`src/design/pwm_edges_pkg.sv`:
```
// Constants, register map and carrier types for the normal-mode edge generator.
// Assumes a 32-bit APB slave with word-aligned registers, 16-bit counts.
package pwm_edges_pkg;

  localparam int          CNT_W          = 16;
  localparam int          ADDR_W         = 8;
  localparam int          IDX_W          = 4;

  // Register indices; byte address is index times four
  localparam logic [3:0]  IDX_CTRL       = 4'h0;
  localparam logic [3:0]  IDX_PERIOD     = 4'h1;
  localparam logic [3:0]  IDX_EVENT1     = 4'h2;
  localparam logic [3:0]  IDX_EVENT2     = 4'h3;
  localparam logic [3:0]  IDX_EVENT3     = 4'h4;
  localparam logic [3:0]  IDX_EVENT4     = 4'h5;
  localparam logic [3:0]  IDX_ADAPT_OFS  = 4'h6;
  localparam logic [3:0]  IDX_PHASE      = 4'h7;
  localparam logic [3:0]  IDX_SAMPLE1    = 4'h8;
  localparam logic [3:0]  IDX_SAMPLE2    = 4'h9;
  localparam logic [3:0]  IDX_BLANKA_BEG = 4'ha;
  localparam logic [3:0]  IDX_BLANKA_END = 4'hb;
  localparam logic [3:0]  IDX_BLANKB_BEG = 4'hc;
  localparam logic [3:0]  IDX_BLANKB_END = 4'hd;
  localparam logic [3:0]  IDX_STATUS     = 4'he;
  localparam int          NUM_RW         = 14;

  // Control field positions
  localparam int          CTRL_ENABLE    = 0;
  localparam int          CTRL_ADAPT_B   = 1;
  localparam int          CTRL_PHASE_DUTY = 2;

  // Status field positions
  localparam int          STAT_CNT_LSB   = 16;

  // Reset values
  localparam logic [15:0] RST_ZERO       = 16'h0000;
  localparam logic [15:0] RST_PERIOD     = 16'h00ff;

  // Values sampled from the filter once per switching period
  typedef struct packed {
    logic [CNT_W-1:0] duty;
    logic [CNT_W-1:0] adj_a;
  } filt_s;

  // Edge targets for one period
  typedef struct packed {
    logic [CNT_W-1:0] a_rise;
    logic [CNT_W-1:0] a_fall;
    logic [CNT_W-1:0] b_rise;
    logic [CNT_W-1:0] b_fall;
    logic [CNT_W-1:0] adapt;
    logic [CNT_W-1:0] phase;
  } targets_s;

endpackage : pwm_edges_pkg

```
`src/design/cnt_pulse.sv`:
```
// One-cycle trigger pulse when the period counter meets a target.
// Assumes counter and target on the same clock.
`timescale 1ns/1ps
module cnt_pulse #(
  parameter int W = 16
) (
  // Clock and reset
  input  wire logic         pclk,
  input  wire logic         presetn,
  // Compare
  input  wire logic         en,
  input  wire logic [W-1:0] cnt,
  input  wire logic [W-1:0] at,
  // Trigger
  output logic              pulse_r
);

  wire logic hit = en && (cnt == at);

  always_ff @(posedge pclk or negedge presetn)
  begin
    if (!presetn)
      pulse_r <= 1'b0;
    else
      pulse_r <= hit;
  end

endmodule : cnt_pulse

```
`src/design/cnt_window.sv`:
```
// Level that sets at one counter target and clears at another.
// Clear wins on a tie, so equal targets give no pulse at all.
`timescale 1ns/1ps
module cnt_window #(
  parameter int W = 16
) (
  // Clock and reset
  input  wire logic         pclk,
  input  wire logic         presetn,
  // Compare
  input  wire logic         en,
  input  wire logic [W-1:0] cnt,
  input  wire logic [W-1:0] set_at,
  input  wire logic [W-1:0] clr_at,
  // Level
  output logic              q_r
);

  wire logic set_hit = cnt == set_at;
  wire logic clr_hit = cnt == clr_at;
  wire logic q_nxt   = !en ? 1'b0 : clr_hit ? 1'b0 : set_hit ? 1'b1 : q_r;

  always_ff @(posedge pclk or negedge presetn)
  begin
    if (!presetn)
      q_r <= 1'b0;
    else
      q_r <= q_nxt;
  end

endmodule : cnt_window

```
`src/design/pwm_normal_mode_edges.sv`:
```
// Normal (trailing-edge) mode edge generator of one pulse modulator.
// Assumes an APB master on pclk and a compensation filter on the same clock.
`timescale 1ns/1ps

// Contract
// - The period counter counts from zero to the period limit, then restarts at zero.
// - Each signal changes in the cycle after the counter equals that signal's target.
// - The first switch output rises when the counter reaches Event 1.
// - The first switch output falls at Event 1 plus filter duty plus cycle adjust A.
// - Adaptive trigger option A fires at Event 1 plus duty plus the adaptive offset.
// - Adaptive trigger option B fires at Event 1 plus half the duty plus the offset.
// - The second switch output rises at the first output's fall plus Event 3 minus Event 2.
// - The second switch output falls when the counter reaches Event 4.
// - The phase trigger comes from its register or from the filter duty, as configured.
// - Sample triggers 1 and 2 and blanking windows A and B come straight from registers.
// - Cycle adjust B is ignored and moves no edge.
module pwm_normal_mode_edges (
  // Clock and reset
  input  wire logic        pclk,
  input  wire logic        presetn,
  // APB slave
  input  wire logic        psel,
  input  wire logic        penable,
  input  wire logic        pwrite,
  input  wire logic [7:0]  paddr,
  input  wire logic [31:0] pwdata,
  input  wire logic [3:0]  pstrb,
  output logic [31:0]      prdata,
  output logic             pready,
  output logic             pslverr,
  // Compensation filter
  input  wire logic [15:0] filter_duty,
  input  wire logic [15:0] cycle_adj_a,
  input  wire logic [15:0] cycle_adj_b,
  // Modulator outputs
  output logic             first_switch_output,
  output logic             second_switch_output,
  output logic             adaptive_trigger,
  output logic             sample_trigger_1,
  output logic             sample_trigger_2,
  output logic             blank_a,
  output logic             blank_b,
  output logic             phase_trigger,
  output logic             period_start
);

  localparam int W = pwm_edges_pkg::CNT_W;

  // Register file
  logic [W-1:0]  regs_r [pwm_edges_pkg::NUM_RW];
  logic [31:0]   prdata_r;
  logic          pready_r;
  logic          pslverr_r;

  // Counter and per-period filter sample
  logic [W-1:0]  cnt_r;
  logic [W-1:0]  cnt_nxt;
  logic          start_r;
  pwm_edges_pkg::filt_s    filt_r;
  pwm_edges_pkg::filt_s    filt_nxt;
  pwm_edges_pkg::targets_s tgt;

  // APB decode
  wire logic [3:0] idx      = paddr[5:2];
  wire logic       setup    = psel && !penable;
  wire logic       access   = psel && penable && pready_r;
  wire logic       mapped   = idx <= pwm_edges_pkg::IDX_STATUS;
  wire logic       wr_ok    = access && pwrite && mapped && (idx != pwm_edges_pkg::IDX_STATUS);
  wire logic [W-1:0] wmask  = {{8{pstrb[1]}}, {8{pstrb[0]}}};

  // Named register fields
  wire logic [W-1:0] ctrl      = regs_r[pwm_edges_pkg::IDX_CTRL];
  wire logic [W-1:0] period    = regs_r[pwm_edges_pkg::IDX_PERIOD];
  wire logic [W-1:0] event1    = regs_r[pwm_edges_pkg::IDX_EVENT1];
  wire logic [W-1:0] event2    = regs_r[pwm_edges_pkg::IDX_EVENT2];
  wire logic [W-1:0] event3    = regs_r[pwm_edges_pkg::IDX_EVENT3];
  wire logic [W-1:0] event4    = regs_r[pwm_edges_pkg::IDX_EVENT4];
  wire logic [W-1:0] adapt_ofs = regs_r[pwm_edges_pkg::IDX_ADAPT_OFS];
  wire logic [W-1:0] phase_reg = regs_r[pwm_edges_pkg::IDX_PHASE];
  wire logic         en        = ctrl[pwm_edges_pkg::CTRL_ENABLE];
  wire logic         adapt_b   = ctrl[pwm_edges_pkg::CTRL_ADAPT_B];
  wire logic         ph_duty   = ctrl[pwm_edges_pkg::CTRL_PHASE_DUTY];

  // Read mux
  wire logic [31:0] status = {cnt_r, 8'h00, period_start, phase_trigger, blank_b,
                              blank_a, adaptive_trigger, second_switch_output,
                              first_switch_output, en};
  wire logic [31:0] rd_word = !mapped ? 32'h0000_0000 :
                              (idx == pwm_edges_pkg::IDX_STATUS) ? status :
                              {16'h0000, regs_r[idx]};

  always_ff @(posedge pclk or negedge presetn)
  begin
    if (!presetn)
    begin
      for (int i = 0; i < pwm_edges_pkg::NUM_RW; i++)
        regs_r[i] <= pwm_edges_pkg::RST_ZERO;
      regs_r[pwm_edges_pkg::IDX_PERIOD] <= pwm_edges_pkg::RST_PERIOD;
    end
    else if (wr_ok)
      regs_r[idx] <= (regs_r[idx] & ~wmask) | (pwdata[W-1:0] & wmask);
  end

  // Zero wait: read data is fetched in setup so it stands from a flop in access
  always_ff @(posedge pclk or negedge presetn)
  begin
    if (!presetn)
    begin
      pready_r  <= 1'b0;
      pslverr_r <= 1'b0;
      prdata_r  <= 32'h0000_0000;
    end
    else
    begin
      pready_r  <= setup;
      pslverr_r <= setup && !mapped;
      if (setup && !pwrite)
        prdata_r <= rd_word;
    end
  end

  assign prdata  = prdata_r;
  assign pready  = pready_r;
  assign pslverr = pslverr_r;

  // Period counter
  wire logic wrap = cnt_r >= period;
  assign cnt_nxt  = (!en || wrap) ? '0 : W'(cnt_r + 1'b1);

  // Filter values are latched at the wrap so edges stay put within a period
  assign filt_nxt = (!en || wrap)
                  ? pwm_edges_pkg::filt_s'{duty: filter_duty, adj_a: cycle_adj_a}
                  : filt_r;

  always_ff @(posedge pclk or negedge presetn)
  begin
    if (!presetn)
    begin
      cnt_r   <= '0;
      filt_r  <= '0;
      start_r <= 1'b0;
    end
    else
    begin
      cnt_r   <= cnt_nxt;
      filt_r  <= filt_nxt;
      start_r <= en && wrap;
    end
  end

  assign period_start = start_r;

  // Edge targets; sums wrap at counter width
  assign tgt.a_rise = event1;
  assign tgt.a_fall = W'(event1 + filt_r.duty + filt_r.adj_a);
  assign tgt.b_rise = W'(tgt.a_fall + event3 - event2);
  assign tgt.b_fall = event4;
  assign tgt.adapt  = adapt_b ? W'(event1 + (filt_r.duty >> 1) + adapt_ofs)
                              : W'(event1 + filt_r.duty + adapt_ofs);
  assign tgt.phase  = ph_duty ? filt_r.duty : phase_reg;
  // Cycle adjust B feeds no target in this mode

  // Switch outputs and blanking windows
  cnt_window #(.W(W)) u_first (
    .pclk   (pclk),
    .presetn(presetn),
    .en     (en),
    .cnt    (cnt_r),
    .set_at (tgt.a_rise),
    .clr_at (tgt.a_fall),
    .q_r    (first_switch_output)
  );

  cnt_window #(.W(W)) u_second (
    .pclk   (pclk),
    .presetn(presetn),
    .en     (en),
    .cnt    (cnt_r),
    .set_at (tgt.b_rise),
    .clr_at (tgt.b_fall),
    .q_r    (second_switch_output)
  );

  cnt_window #(.W(W)) u_blank_a (
    .pclk   (pclk),
    .presetn(presetn),
    .en     (en),
    .cnt    (cnt_r),
    .set_at (regs_r[pwm_edges_pkg::IDX_BLANKA_BEG]),
    .clr_at (regs_r[pwm_edges_pkg::IDX_BLANKA_END]),
    .q_r    (blank_a)
  );

  cnt_window #(.W(W)) u_blank_b (
    .pclk   (pclk),
    .presetn(presetn),
    .en     (en),
    .cnt    (cnt_r),
    .set_at (regs_r[pwm_edges_pkg::IDX_BLANKB_BEG]),
    .clr_at (regs_r[pwm_edges_pkg::IDX_BLANKB_END]),
    .q_r    (blank_b)
  );

  // Triggers
  cnt_pulse #(.W(W)) u_adapt (
    .pclk   (pclk),
    .presetn(presetn),
    .en     (en),
    .cnt    (cnt_r),
    .at     (tgt.adapt),
    .pulse_r(adaptive_trigger)
  );

  cnt_pulse #(.W(W)) u_sample1 (
    .pclk   (pclk),
    .presetn(presetn),
    .en     (en),
    .cnt    (cnt_r),
    .at     (regs_r[pwm_edges_pkg::IDX_SAMPLE1]),
    .pulse_r(sample_trigger_1)
  );

  cnt_pulse #(.W(W)) u_sample2 (
    .pclk   (pclk),
    .presetn(presetn),
    .en     (en),
    .cnt    (cnt_r),
    .at     (regs_r[pwm_edges_pkg::IDX_SAMPLE2]),
    .pulse_r(sample_trigger_2)
  );

  cnt_pulse #(.W(W)) u_phase (
    .pclk   (pclk),
    .presetn(presetn),
    .en     (en),
    .cnt    (cnt_r),
    .at     (tgt.phase),
    .pulse_r(phase_trigger)
  );
endmodule : pwm_normal_mode_edges

```
`config.mk`:
```
export PLATFORM = sky130hd
export DESIGN_NAME = pwm_normal_mode_edges
export DESIGN_NICKNAME = d
export VERILOG_FILES = /design/src/design/pwm_edges_pkg.sv /design/src/design/cnt_pulse.sv /design/src/design/cnt_window.sv /design/src/design/pwm_normal_mode_edges.sv
export SDC_FILE = /design/constraint.sdc
export NUM_CORES = 1
export LEC_CHECK = 0
export ABC_CLOCK_PERIOD_IN_PS = 5400
export CAP_MARGIN = 30
export CORE_UTILIZATION = 35
export CTS_BUF_LIST = sky130_fd_sc_hd__clkbuf_8
export CTS_CLUSTER_SIZE = 28
export DETAILED_ROUTE_END_ITERATION = 10
export DONT_BUFFER_PORTS = 1
export PLACE_DENSITY = 0.51
export SLEW_MARGIN = 20
export SYNTH_ARGS = -nofsm -noshare
export SYNTH_HDL_FRONTEND = slang
export SYNTH_HIERARCHICAL = 1
export SYNTH_SLANG_ARGS = --single-unit
```
`constraint.sdc`:
```
create_clock -name pclk -period 5.4 [get_ports pclk]
set_input_delay 1.35 -clock pclk [delete_from_list [all_inputs] [get_ports pclk]]
set_output_delay 1.35 -clock pclk [all_outputs]
set_load 0.02 [all_outputs]
```
==> After elaboration in Yosys (flattened, before gate mapping) <==
Cells that the tools add are included.
{ "classes": {"eq_ne": 18, "n_bitwise": 5, "add_sub_neg": 8, "n_lt_le_gt_ge": 4, "reduce_logical": 19, "mux": 23} }
{ "ops": {"columns": ["operator", "n"], "rows": [
  ["$bwmux W224", 1],
  ["$eq A16 B16 Y1", 12],
  ["$mux W16", 6],
  ["$add A16 B16 Y16", 5],
  ["$bmux W16 S4", 1],
  ["$demux W16 S4", 1],
  ["$mux W32", 2],
  ["$and A16 B16 Y16", 2],
  ["$add A16 B1 Y16 const B", 1],
  ["$add A16 B15 Y16", 1],
  ["$ge A16 B16 Y1", 1],
  ["$not A16 Y16", 1],
  ["$or A16 B16 Y16", 1],
  ["$sub A16 B16 Y16", 1],
  ["$logic_and A1 B1 Y1", 14],
  ["$mux W1", 12],
  ["$ne A3 B1 Y1 const B", 4],
  ["$ge A5 B5 Y1 const B", 1],
  ["$lt A5 B1 Y1 const B", 1],
  ["$not A4 Y5", 1],
  ["$eq A4 B4 Y1 const B", 1],
  ["$le A4 B4 Y1 const B", 1],
  ["$logic_not A1 Y1", 4],
  ["$ne A4 B4 Y1 const B", 1],
  ["$logic_or A1 B1 Y1", 1]
]} }
{ "word_totals": {"elab_cells": 106, "ff_bits": 315} }

==> Depth between registers and ports, before layout <==
{ "logic_depth": {"depth_word": 8, "ltp_mapped": 29, "mapped_depth_nobuf": 29} }

==> Modules after synthesis <==
The synthesis kept the hierarchy.
{ "modules_own_cells": {"columns": ["module", "cells_each", "area_each_um2", "seq_area_each_um2", "n_inst"], "rows": [
  ["pwm_normal_mode_edges", 1496, 18154.9, 7692.4, 1],
  ["cnt_window", 44, 396.6, 25.0, 4],
  ["cnt_pulse", 23, 206.4, 25.0, 4]
]} }

==> Worst setup path after synthesis <==
OpenSTA, ideal clock, no wires.
{ "synth_path": {"path_kind": "register to register", "start": "register regs_r, in the netlist event1[0]", "end": "register u_second.q_r", "path_buffers": 0, "stages_incl_launch_ff": 29, "slack_ns": -0.397, "synth_period_minus_slack_ns": 5.797, "arrival_time_ns": 5.725, "required_ns": 5.328, "cell_sequence": "dfrtp_1 > ha_1 > inv_1 > fa_1 > nor2b_1 > o21ai_0 > a21boi_0 > o21ai_0 > a21boi_0 > o21ai_0 > a21oi_1 > nor2_1 > xnor2_1 > ha_1 > or2_2 > a21oi_1 > a31oi_1 > or4_1 > nand4_1 > fa_1 > ha_1 > or3_1 > o21ai_0 > a21oi_1 > xnor3_1 > xor2_1 > nor4_1 > a41oi_1 > nor2_1"} }
{ "synth_rtl": {"columns": ["element", "line", "source"], "rows": [
  ["start, declared", "pwm_normal_mode_edges.sv:50", "logic [W-1:0] regs_r [pwm_edges_pkg::NUM_RW];"],
  ["start signal, assigned by index", "pwm_normal_mode_edges.sv:97", "regs_r[i] <= pwm_edges_pkg::RST_ZERO;"],
  ["start signal, assigned by index", "pwm_normal_mode_edges.sv:98", "regs_r[pwm_edges_pkg::IDX_PERIOD] <= pwm_edges_pkg::RST_PERIOD;"],
  ["start signal, assigned by index", "pwm_normal_mode_edges.sv:101", "regs_r[idx] <= (regs_r[idx] & ~wmask) | (pwdata[W-1:0] & wmask);"],
  ["end signal, assigned", "cnt_window.sv:28", "q_r <= q_nxt;"],
  ["end, declared", "cnt_window.sv:16", "output logic q_r"]
]} }

==> results.json <==
{
  "ir_drop_v": 0.000411,
  "fin_area_um2": 23600,
  "slew_headroom": 0.392,
  "total_power_w": 0.0128,
  "h-tree-depth": 2,
  "p_per_area_nw_per_um2": 540,
  "clock_sinks": 315,
  "period_share": 1.08,
  "drt_iter0_drc": 949,
  "drc": 0,
  "max-cap-violations": 0,
  "reg2reg_depth": 29,
  "cp_max_fo": 6,
  "async_flop_share": 1.00,
  "worstPathArrival_ns": 6.35,
  "start_util": 0.355,
  "synth-edff-count": 0,
  "largest_register_ffs": 96,
  "slowest_delay_ns": 0.48,
  "synth_cell_types": 62,
  "largest_register": "regs_r",
  "cts_tree": "built",
  "timing.rr.end": "u_second/q_r$_DFFE_PN0P_",
  "coreArea_um2": 57900,
  "die_h_um": 244,
  "grt_setup_unrepaired": "true",
  "setup_slack_ns": -0.406,
  "status": "finished, violations left",
  "start_kind": "flip-flop",
  "criticalPathCategory": "flip-flop to flip-flop",
  "cp-startpoint": "event1[0]$_DFFE_PN0P_",
  "dpl_cell_area_um2": 22300,
  "hold_path.class": "input port to async pin",
  "place_congestion": 0.861,
  "avgViaCountPerCell": 5.43,
  "final_cell_mix": "dfrtp_1, mux2_2, buf_4",
  "slowest_stage": "fa_1",
  "avgRoutedWirePerCell_um": 24.2,
  "ff2ff_setup_slack_ns": -0.41,
  "antenna_found_initial": 2,
  "grt-ovfl-total": 0,
  "cts_buffer_depth": 3,
  "drv_slew": 0,
  "die_area_um2": 59700,
  "ys_ff_latch": 315,
  "final_layout_size_suffix_gt1_frac": 0.309,
  "hpwlAfterDp_mm": 48.9,
  "nets": 2139,
  "dp_slack_ns": -0.768,
  "routed_wl_mm": 66.0,
  "grt_pass1_vias": 15500,
  "grt_pass1_wl_mm": 99.1,
  "fin_setup_tns_ns": -0.406,
  "synth_nets": 1989,
  "io_pins": 140,
  "cp-end-kind": "flip-flop",
  "ys_warn_count": 6,
  "die_w_um": 244,
  "cp-endpoint": "u_second/q_r$_DFFE_PN0P_",
  "cp.required_ns": 5.94,
  "syn_to_final_growth_pct": 14.9,
  "violations": "negative setup slack",
  "cts_buffers": 57,
  "portBuffers": 0,
  "synth_flop_cell": "dfrtp_1",
  "finalSetupViolCount": 1,
  "cts.clk_slew.worst_paths_ns": 0.07,
  "tightest_slew_ns": 0.912,
  "yosysSeqAreaShare": 0.384,
  "cts-root-buf": "clkbuf_8",
  "track_usage": 0.222,
  "finClkSkew_ns": 0.0468,
  "fmax_mhz": 172,
  "synthCells": 1764,
  "dr.pass1.iters": 5,
  "synthesis.area_um2": 20600,
  "insertion_delay_ns": 0.68,
  "synth.avg_cell_area_um2": 11.7,
  "p_leak_nw": 11.3,
  "grt_max_degree": 316,
  "dr_total_vias": 14800,
  "hold_viol": 0,
  "drt.antenna.violating_nets": 0,
  "min_period_ns": 5.81,
  "layout_commonest_cell": "dfrtp_1",
  "rows": 88,
  "reg2reg_from": "event1[0]$_DFFE_PN0P_",
  "cts_hold_buffers": 0
}
## Yosys cell counts (27+ instances only)
cell type  instances  area, um2
a21oi_1           55        275
clkbuf_1          27        101
dfrtp_1          307       7680
fa_1              34        681
ha_1              94       1180
inv_1             69        259
mux2_2           205       2310
mux2_4            48        721
mux4_2            47       1060
nand2_1           83        312
nand4_1           35        219
nor2_1            81        304
o21ai_0           81        405
xnor2_1          162       1420
xor2_1           103        902
## worst max-delay path, delay by kind of cell, from the launching register on
kind | cells | cell delay, ns
AOI/OAI and AO/OA | 11 | 1.66
xor gates and xnor gates | 2 | 0.40
DFF | 1 | 0.35
buffers and inverters | 3 | 0.26
and+or+nand+nor | 8 | 1.44
adders and majority gates | 5 | 1.53
## report_power, final
group	internal [W]	switching (W)	leakage (nW)
clock	0.00116	0.00108	0.687
sequential	0.00260	0.000255	4.14
combinational	0.00373	0.00393	6.44
## routing by layer
| metal | track usage | routed length (um) | vias up |
|---|---|---|---|
| li1 | - | - | 6692 |
| met1 | 0.299 | 29800 | 7666 |
| met2 | 0.371 | 31800 | 358 |
| met3 | 0.0268 | 2620 | 100 |
| met4 | 0.0724 | 1740 | 0 |
| met5 | 0 | 0 | - |
## logic make-up after synthesis
logic type,Yosys count,synth area share
AO/OA/AOI/OAI,281,0.0910
XOR/XNOR,267,0.115
adder cells (fa/ha/maj),128,0.0903
buffers and inverters,144,0.0341
flip-flops,315,0.384
multiplexers,320,0.209
AND/OR/NAND/NOR,309,0.0765
## final cells by class
class	instances	area (um2)
Clock inverter	39	199
Tap cell	765	957
Sequential cell	315	7890
Inverter	69	259
Fill cell	5701	34300
Timing Repair Buffer	166	1260
Multi-Input combinational cell	1305	12100
Clock buffer	66	908
Antenna cell	2	5.00
## metrics by stage
stage	util	hold slack, ns	std cells
2_1_floorplan	-	0.476	1764
3_3_place_gp	0.385	0.487	2614
3_5_place_dp	0.386	0.492	2616
4_1_cts	0.406	0.323	2723
5_1_grt	0.408	0.349	2727
6_report	0.408	0.382	2727
## worst min-delay path by stage
stage	endpoint	cells past startpoint	slack (ns)	startpoint
6_report	regs_r[62]$_DFFE_PN0P_	0	0.38	presetn
5_1_grt	regs_r[92]$_DFFE_PN0P_	0	0.35	presetn
4_1_cts	regs_r[12]$_DFFE_PN0P_	0	0.32	presetn
3_5_place_dp	ctrl[10]$_DFFE_PN0P_	1	0.49	ctrl[10]$_DFFE_PN0P_
3_3_place_gp	ctrl[5]$_DFFE_PN0P_	1	0.49	ctrl[5]$_DFFE_PN0P_
2_1_floorplan	ctrl[3]$_DFFE_PN0P_	1	0.48	ctrl[3]$_DFFE_PN0P_
## repair_timing
| action | 4_1_cts | 5_1_grt |
|---|---|---|
| gates resized for setup | 12 | 14 |
| endpoints found under the setup margin | 1 | 3 |
| pin swaps | 11 | 9 |
| buffers inserted | 2 | 0 |
| cloned | 0 | 0 |
Power figures use the tool's default switching activity.
